<file path="src/core/synth_map_pkg.sv">
`default_nettype none
package synth_map_pkg;
    localparam int          NUM_WORDS      = 28;
    localparam int          NUM_BYTES      = 112;
    localparam logic [4:0]  LAST_WORD      = 5'h1b;
    localparam logic [6:0]  LAST_BYTE      = 7'h6f;
    localparam logic [4:0]  ADDR_PROFILE7  = 5'h1a;
    localparam logic [4:0]  ADDR_USER_SYNC = 5'h1b;
    localparam logic [4:0]  ADDR_CTRL_ONE  = 5'h00;
    // Word holding the DAC calibration enable; its placement is a plain default.
    localparam logic [4:0]  ADDR_DAC_CAL   = 5'h03;
    // Defaults of words without a shown value; named so they can be set.
    localparam logic [31:0] DEFAULT_WORD   = 32'h0000_0000;
    localparam logic [31:0] USER_SYNC_DEF  = 32'h0000_0800;
    localparam logic [31:0] USER_SYNC_WMSK = 32'h00ff_ffff;
    localparam int          LOCK_BIT       = 24;
    localparam int          CAL_BIT        = 24;
    localparam int          STREAM_BIT     = 17;
    localparam int          POW_LSB        = 0;
    localparam int          POW_W          = 16;
    localparam int          ASF_LSB        = 16;
    localparam int          ASF_W          = 12;
    localparam int          SYNC_IN_LSB    = 0;
    localparam int          SYNC_OUT_LSB   = 3;
    localparam int          TRIM_W         = 3;
    // Calibration routine length in nanoseconds, rounded up to whole core clocks of CLK_NS.
    localparam int          CAL_NS         = 2000;
    localparam int          CLK_NS         = 20;
    localparam int          CAL_CYCLES     = (CAL_NS + CLK_NS - 1) / CLK_NS;
    localparam logic [7:0]  CAL_CNT_LAST   = 8'(CAL_CYCLES - 1);
endpackage
`default_nettype wire

</file>
<file path="src/core/reg_word_mem.sv">
`default_nettype none
// Word memory holding either the staging or the active copy of the map.
module reg_word_mem
    import synth_map_pkg::*;
(
    // Clock and reset.
    input  wire logic        clk,
    input  wire logic        rstn,
    // Byte write port.
    input  wire logic        wr_en,
    input  wire logic [4:0]  wr_word,
    input  wire logic [3:0]  wr_lanes,
    input  wire logic [31:0] wr_data,
    // Whole copy load.
    input  wire logic        load_all,
    input  wire logic [31:0] load_data [NUM_WORDS],
    // Contents.
    output logic      [31:0] words     [NUM_WORDS]
);
    // Reset values per word; user sync word has nonzero default.
    function automatic logic [31:0] def_of(input int i);
        def_of = (i == int'(ADDR_USER_SYNC)) ? USER_SYNC_DEF : DEFAULT_WORD;
    endfunction

    // Store with reset defaults, whole-copy load, or byte writes.
    always_ff @(posedge clk or negedge rstn) begin
        if (!rstn) begin
            for (int i = 0; i < NUM_WORDS; i++) begin
                words[i] <= def_of(i);
            end
        end else begin
            for (int i = 0; i < NUM_WORDS; i++) begin
                if (load_all) begin
                    words[i] <= load_data[i];
                end else if (wr_en && wr_word == 5'(i)) begin
                    for (int b = 0; b < 4; b++) begin
                        if (wr_lanes[b]) begin
                            words[i][b*8 +: 8] <= wr_data[b*8 +: 8];
                        end
                    end
                end
            end
        end
    end
endmodule
`default_nettype wire

</file>
<file path="src/core/synth_register_map_tail.sv">
`default_nettype none
// Host port register map with buffered writes and committed copy.
// The host writes a staging copy; a commit copies the whole map at once into
// the active copy, which alone drives the field outputs.
module synth_register_map_tail
    import synth_map_pkg::*;
(
    // Clock and master reset.
    input  wire logic        clk,
    input  wire logic        rstn,
    // Port mode: high selects byte-parallel addressing.
    input  wire logic        parallel_mode,
    // Host write/read request.
    input  wire logic        wr_req,
    input  wire logic        rd_req,
    input  wire logic [6:0]  addr,
    input  wire logic [31:0] wr_data,
    output logic      [31:0] rd_data,
    output logic             rd_valid,
    // Commit pins from outside the clock domain.
    input  wire logic        io_update,
    input  wire logic [2:0]  profile_sel,
    // Parallel data port.
    input  wire logic [31:0] par_data,
    input  wire logic        par_valid,
    output logic      [31:0] par_active,
    // Status from the synthesis core.
    input  wire logic        pll_lock,
    // Active profile seven, user sync and control word one fields.
    output logic      [15:0] profile_seven_phase,
    output logic      [11:0] profile_seven_amplitude,
    output logic      [2:0]  sync_input_delay_trim,
    output logic      [2:0]  sync_output_delay_trim,
    output logic             stream_enable,
    // Calibration routine status.
    output logic             dac_cal_busy,
    output logic      [3:0]  dac_capture_trim
);
    // Byte-parallel address decode helpers: the word is the address over four,
    // and the lane is the remainder, lane 0 holding bits 7 to 0.
    function automatic logic [4:0] word_of(input logic [6:0] a);
        word_of = a[6:2];
    endfunction

    function automatic logic [1:0] lane_of(input logic [6:0] a);
        lane_of = a[1:0];
    endfunction

    // Range checks for the two addressing modes. A serial address past the last
    // word, or with its two top bits set, selects nothing; so does a byte address
    // past the last byte. Such writes are dropped and such reads return zero.
    wire logic        serial_ok = (addr[6:5] == 2'b00) && (addr[4:0] <= LAST_WORD);
    wire logic        byte_ok   = (addr <= LAST_BYTE);
    wire logic        addr_ok   = parallel_mode ? byte_ok : serial_ok;

    // Word, lane enables and data of the request. A byte write copies its byte
    // to all four lanes, so the lane enable alone picks the destination.
    wire logic [4:0]  req_word  = parallel_mode ? word_of(addr) : addr[4:0];
    wire logic [3:0]  req_lanes = parallel_mode ? (4'h1 << lane_of(addr)) : 4'hf;
    wire logic [31:0] req_data  = parallel_mode ? {4{wr_data[7:0]}} : wr_data;
    // Top user sync byte is read-only, so lane 3 is never written there.
    wire logic [3:0]  wr_lanes  = (req_word == ADDR_USER_SYNC) ? (req_lanes & 4'h7) : req_lanes;
    wire logic        do_write  = wr_req && addr_ok;

    // Three-stage synchronisers for the commit pins and lock input. The pins come
    // from outside the core clock, so only stages two and three are compared;
    // stage one may be metastable and feeds nothing but stage two.
    logic [2:0] upd_s_r;
    logic [2:0] ps0_s_r;
    logic [2:0] ps1_s_r;
    logic [2:0] ps2_s_r;
    logic [2:0] lock_s_r;
    logic       upd_st_r;
    logic [2:0] ps_st_r;
    logic       lock_st_r;
    always_ff @(posedge clk or negedge rstn) begin
        if (!rstn) begin
            upd_s_r  <= 3'h0;
            ps0_s_r  <= 3'h0;
            ps1_s_r  <= 3'h0;
            ps2_s_r  <= 3'h0;
            lock_s_r <= 3'h0;
        end else begin
            upd_s_r  <= {upd_s_r[1:0], io_update};
            ps0_s_r  <= {ps0_s_r[1:0], profile_sel[0]};
            ps1_s_r  <= {ps1_s_r[1:0], profile_sel[1]};
            ps2_s_r  <= {ps2_s_r[1:0], profile_sel[2]};
            lock_s_r <= {lock_s_r[1:0], pll_lock};
        end
    end

    // Accept a level once stages two and three agree, which filters a pin that
    // bounces for a single clock.
    wire logic       upd_agree = (upd_s_r[1] == upd_s_r[2]);
    wire logic [2:0] ps_mid    = {ps2_s_r[1], ps1_s_r[1], ps0_s_r[1]};
    wire logic [2:0] ps_old    = {ps2_s_r[2], ps1_s_r[2], ps0_s_r[2]};
    wire logic       ps_agree  = (ps_mid == ps_old);
    always_ff @(posedge clk or negedge rstn) begin
        if (!rstn) begin
            upd_st_r  <= 1'b0;
            ps_st_r   <= 3'h0;
            lock_st_r <= 1'b0;
        end else begin
            if (upd_agree) upd_st_r <= upd_s_r[2];
            if (ps_agree) ps_st_r <= ps_old;
            if (lock_s_r[1] == lock_s_r[2]) lock_st_r <= lock_s_r[2];
        end
    end

    // Commit on a rising update strobe or any profile change.
    // Both detectors compare against the accepted level, so each pin event
    // yields exactly one commit pulse however long the pin is held.
    wire logic upd_rise = upd_agree && upd_s_r[2] && !upd_st_r;
    wire logic ps_chg   = ps_agree && (ps_old != ps_st_r);
    wire logic commit   = upd_rise || ps_chg;

    // Staging copy written by the host, active copy loaded on commit.
    // The staging copy never loads as a whole and the active copy never takes
    // byte writes, so those ports are tied off.
    logic [31:0] stage_w  [NUM_WORDS];
    logic [31:0] active_w [NUM_WORDS];
    logic [31:0] unused_in [NUM_WORDS];
    always_comb begin
        for (int i = 0; i < NUM_WORDS; i++) unused_in[i] = DEFAULT_WORD;
    end

    reg_word_mem u_stage (
        .clk       (clk),
        .rstn      (rstn),
        .wr_en     (do_write),
        .wr_word   (req_word),
        .wr_lanes  (wr_lanes),
        .wr_data   (req_data),
        .load_all  (1'b0),
        .load_data (unused_in),
        .words     (stage_w)
    );

    reg_word_mem u_active (
        .clk       (clk),
        .rstn      (rstn),
        .wr_en     (1'b0),
        .wr_word   (ADDR_CTRL_ONE),
        .wr_lanes  (4'h0),
        .wr_data   (DEFAULT_WORD),
        .load_all  (commit),
        .load_data (stage_w),
        .words     (active_w)
    );

    // Read mux: reads return the staging word, so a host can check what it wrote
    // before committing. The top user sync byte is replaced by the synchronised
    // lock status, and the rest of that byte reads as zero.
    wire logic [31:0] rd_word  = stage_w[req_word];
    wire logic [31:0] rd_lock  = 32'(lock_st_r) << LOCK_BIT;
    wire logic [31:0] rd_fixed = (req_word == ADDR_USER_SYNC) ? ((rd_word & USER_SYNC_WMSK) | rd_lock) : rd_word;
    wire logic [7:0]  rd_byte  = rd_fixed[lane_of(addr)*8 +: 8];
    wire logic [31:0] rd_pick  = parallel_mode ? {24'h00_0000, rd_byte} : rd_fixed;

    // Read answer register; unmapped addresses read as zero.
    always_ff @(posedge clk or negedge rstn) begin
        if (!rstn) begin
            rd_data  <= 32'h0000_0000;
            rd_valid <= 1'b0;
        end else begin
            rd_valid <= rd_req;
            if (rd_req) begin
                rd_data <= addr_ok ? rd_pick : 32'h0000_0000;
            end
        end
    end

    // Field extraction from the active copy as unsigned words.
    // Bit 0 of each field is its least significant bit.
    wire logic [31:0] p7_w   = active_w[ADDR_PROFILE7];
    wire logic [31:0] usr_w  = active_w[ADDR_USER_SYNC];
    wire logic [31:0] ctl1_w = active_w[ADDR_CTRL_ONE];
    assign profile_seven_phase     = p7_w[POW_LSB +: POW_W];
    assign profile_seven_amplitude = p7_w[ASF_LSB +: ASF_W];
    assign sync_input_delay_trim   = usr_w[SYNC_IN_LSB +: TRIM_W];
    assign sync_output_delay_trim  = usr_w[SYNC_OUT_LSB +: TRIM_W];
    assign stream_enable           = ctl1_w[STREAM_BIT];

    // Parallel port: streaming passes data, otherwise hold until update.
    // Only the update strobe applies held data; a profile change does not,
    // and a strobe on the edge that turns streaming off applies nothing.
    logic [31:0] par_hold_r;
    always_ff @(posedge clk or negedge rstn) begin
        if (!rstn) begin
            par_hold_r <= 32'h0000_0000;
            par_active <= 32'h0000_0000;
        end else begin
            if (par_valid) par_hold_r <= par_data;
            if (stream_enable && par_valid) par_active <= par_data;
            else if (!stream_enable && upd_rise) par_active <= par_hold_r;
        end
    end

    // Calibration routine: starts on the cal bit rising in the active copy, so a
    // set written to staging does nothing until it is committed. The host must
    // clear the bit and commit again before a second routine can start. While
    // busy, the capture trim steps with the upper counter bits.
    logic             cal_prev_r;
    logic [7:0]       cal_cnt_r;
    wire logic [31:0] cal_w     = active_w[ADDR_DAC_CAL];
    wire logic        cal_bit   = cal_w[CAL_BIT];
    wire logic        cal_start = cal_bit && !cal_prev_r;
    always_ff @(posedge clk or negedge rstn) begin
        if (!rstn) begin
            cal_prev_r       <= 1'b0;
            cal_cnt_r        <= 8'h00;
            dac_cal_busy     <= 1'b0;
            dac_capture_trim <= 4'h0;
        end else begin
            cal_prev_r <= cal_bit;
            if (cal_start) begin
                dac_cal_busy     <= 1'b1;
                cal_cnt_r        <= 8'h00;
                dac_capture_trim <= 4'h0;
            end else if (dac_cal_busy) begin
                cal_cnt_r        <= cal_cnt_r + 8'h01;
                dac_capture_trim <= cal_cnt_r[7:4];
                if (cal_cnt_r == CAL_CNT_LAST) dac_cal_busy <= 1'b0;
            end
        end
    end
endmodule
`default_nettype wire

</file>
<file path="config.mk">
export PLATFORM = sky130hd
export DESIGN_NAME = synth_register_map_tail
export DESIGN_NICKNAME = d
export VERILOG_FILES = /design/src/core/synth_map_pkg.sv /design/src/core/reg_word_mem.sv /design/src/core/synth_register_map_tail.sv
export SDC_FILE = /design/constraint.sdc
export NUM_CORES = 2
export LEC_CHECK = 0
export CAP_MARGIN = 10
export CORE_ASPECT_RATIO = 1.5
export CORE_UTILIZATION = 45
export CTS_BUF_LIST = sky130_fd_sc_hd__clkbuf_2
export CTS_CLUSTER_SIZE = 20
export DETAILED_ROUTE_END_ITERATION = 16
export DONT_BUFFER_PORTS = 1
export GPL_ROUTABILITY_DRIVEN = 1
export SYNTH_ARGS = -nofsm -noshare
export SYNTH_HDL_FRONTEND = slang
export SYNTH_SLANG_ARGS = --single-unit
</file>
<file path="constraint.sdc">
create_clock -name clk -period 5.3 [get_ports clk]
set_clock_uncertainty 0.2 [all_clocks]
set_input_delay 0.53 -clock clk [delete_from_list [all_inputs] [get_ports clk]]
set_output_delay 0.53 -clock clk [all_outputs]
set_load 0.05 [all_outputs]
</file>
==> results.yml <==
clock_tree:
  root_buffer: "clkbuf_2"
  clock_latency_ns: 1.62
  tritoncts: "yes"
  htreeDepth: 5
  cts_max_path_buffers: 4
  cts_buffers: 277
  cts_setup_buffers: 0
  cts_resized: 0
  clock_sink_count: 1063
  clk_pin_slew_ns: 0.11
critical_path:
  cp.arrival_ns: 6.59
  cp-start-kind: "input port"
  max_stage_delay_ns: 0.90
  slowest_stage: "mux2_8"
  cp.required_ns: 6.62
  critPathMostFrequentCell: "dlygate4sd3_1"
  crit_chain: "dlygate4sd3_1, buf_16, mux2_8, buf_4, nand2_1, nand3_1, a21oi_1, dlygate4sd3_1, o41ai_1, dlygate4sd3_1, buf_4, o32ai_1, dlygate4sd3_1, o32ai_1, dlygate4sd3_1"
  end_kind: "flip-flop"
  worst-setup-path-type: "in2reg"
  rrSetupSlack_ns: 0.86
  cp_max_fo: 106
logic_synthesis:
  yosysWarningCount: 0
  synth.area.top_cells: "dfrtp_1 (56%), nand2_1 (7.0%), mux2_2 (7.0%)"
  synth_top_area_cell: "dfrtp_1"
  syn_inst: 4880
  synth-main-ff-cell: "dfrtp_1"
  avgSynthCellArea_um2: 9.77
  synth.distinct_cells: 65
  synth_edf_count: 0
  synthArstFlopShare_pct: 100
  syn_nets: 4964
  netlist_area_um2: 47700
  ys_ff_latch: 1063
  synth_top_area_share_pct: 55.7
  yosysSeqAreaShare_pct: 55.8
sta:
  tightest_slew_ns: 1.45
  fmax_ghz: 0.190
  hold_ws_ns: 0.161
  slew_headroom_pct: 2.75
  fin_setup_tns_ns: 0
  drv_slew: 0
  period_share_pct: 99.5
  finalCriticalPeriod_ns: 5.27
  rsz0062_at_grt: "false"
  hold_viol_final: 0
  setup_violations: 0
power:
  ir_worst_vdd_uv: 224
  power.density_nw_per_um2: 368
  p_total_mw: 20.0
  power_leakage_nw: 25.1
floorplanning:
  ios: 187
  start_util_pct: 45.6
  rows: 145
  core_region_area_um2: 105000
  die-area_um2: 107000
  fp.dieW_um: 268
  chipHeight_um: 401
finish:
  layout_commonest_cell: "dfrtp_1"
  final_nets: 5267
  area_delta_synth_final_pct: 14.3
  layout_common_cells: "dfrtp_1 (1,062), nand2_1 (893), a21oi_1 (568)"
  drive_above_1_share_pct: 17.9
  fill_cells: 9602
  finalNonFillerCells: 6729
detailed_routing:
  viasPerCell: 5.75
  first_pass_iters: 5
  drt-wirelength-per-cell_um: 24.2
  drt_wl_total_mm: 163
  detail-route-antenna-nets: 0
  vias: 38700
  first_iter_violations: 3576
  drcViolationCount: 0
global_route:
  grt_max_degree: 1064
  grt_antenna_before_repair: 14
  grt_pass1_vias: 38900
  track_usage_pct: 30.3
  grt_overflow: 0
  grt_pass1_wl_mm: 243
flow_run:
  cap_violations: 0
hold_path:
  hp-class: "reg2reg"
place:
  io_buffers: 0
  place_congestion: 0.910
  place_inst: 5974
  post-dp-hpwl_mm: 98.4
outcome:
  outcome: "finished clean"
Yosys cell counts, drive strengths merged, types with 3 or more instances:
cell,number
dfrtp,1062
nand2,896
nor2,581
a21oi,574
mux2,297
nand3,296
o21ai,234
buf,230
mux2i,192
clkbuf,173
a32oi,55
nand4,38
nor3,37
a31oi,28
nor4,19
o22ai,19
a22o,13
o2bb2ai,12
inv,10
o2111ai,10
o32ai,10
xor2,9
a41o,7
and2,6
o31ai,6
or3,6
a2111oi,5
mux4,5
nand2b,5
nand3b,5
o211ai,5
or3b,4
a21boi,3
a21o,3
nor2b,3
o41ai,3
xnor2,3
metal layers:
layer | wire length, um | track usage (%)
met1 | 62400 | 36.8
met2 | 77500 | 48.7
met3 | 13900 | 8.19
met4 | 8750 | 16.6
met5 | 74 | 0
final cells by class:
class	count	area (um^2)	share of cell area, %
antenna	5	12.5	0.0229
clock buffer	385	1930	3.53
clock inverter	39	151	0.278
inverter	12	45.0	0.0826
multi-input combinational	3403	19500	35.8
sequential	1063	26600	48.8
tap	1396	1750	3.20
timing repair buffer	426	4550	8.34
path summary, 6_finish.rpt:
| path | from | endpoint | cells after the start |
|---|---|---|---|
| min in group asynchronous | rstn | upd_s_r[0]$_DFF_PN0_ | 5 |
| max in group asynchronous | rstn | u_stage.words[184]$_DFFE_PN0P_ | 9 |
| worst min-delay path | ps0_s_r[0]$_DFF_PN0_ | ps0_s_r[1]$_DFF_PN0_ | 0 |
| worst max-delay path | parallel_mode | rd_data[4]$_DFFE_PN0P_ | 15 |
| worst min register to register | ps0_s_r[0]$_DFF_PN0_ | ps0_s_r[1]$_DFF_PN0_ | 0 |
| worst max register to register | u_stage.words[650]$_DFFE_PN0P_ | rd_data[2]$_DFFE_PN0P_ | 10 |
flip-flops by register name, indices dropped and copies added (netlist names), 3 cells and up:
| name | count |
|---|---|
| rd_data | 32 |
| ps2_s_r | 3 |
| dac_capture_trim | 4 |
| par_hold_r | 32 |
| ps0_s_r | 3 |
| lock_s_r | 3 |
| ps1_s_r | 3 |
| cal_cnt_r | 8 |
| ps_st_r | 3 |
| par_active | 32 |
| u_stage.words | 896 |
| upd_s_r | 3 |
| u_active.words | 36 |
worst max-delay path, delay by kind of cell:
kind	cells	cell delay [ns]
compound gates	4	0.59
buf+inv	8	4.21
simple gates	2	0.23
mux	1	0.90
repair_timing:
item	CTS	global route
hold endpoints to repair	2053	641
setup endpoints to repair	0	1
hold buffers	316	5
power by group:
part / internal, mW / switching (mW)
combinational: 1.55 / 2.22
sequential: 9.47 / 1.58
clock: 1.90 / 3.32
total: 12.9 / 7.12
stage by stage:
step           instance area [um^2]  util (%)  setup WS (ns)
2_1_floorplan                 47700         -           2.58
6_report                      54500      52.1         0.0286
4_1_cts                       54300      51.9         0.0567
3_3_place_gp                  48800      46.6           1.07
5_1_grt                       54500      52.1         0.0292
3_5_place_dp                  48800      46.6           1.17
logic make-up (layout without fill, tap and decap cells):
group                      Yosys count  count (layout)  share of synthesized area, %
buffers and inverters              415             862                          4.09
adders and majority gates            3               3                        0.0734
and+or+nand+nor                   1900            1900                          16.9
xor gates and xnor gates            12              12                         0.220
other                                0               5                             0
DFF                               1063            1063                          55.8
muxes                              494             495                          11.3
AOI/OAI and AO/OA                  993             993                          11.6
(Power assumes the default switching activity.)
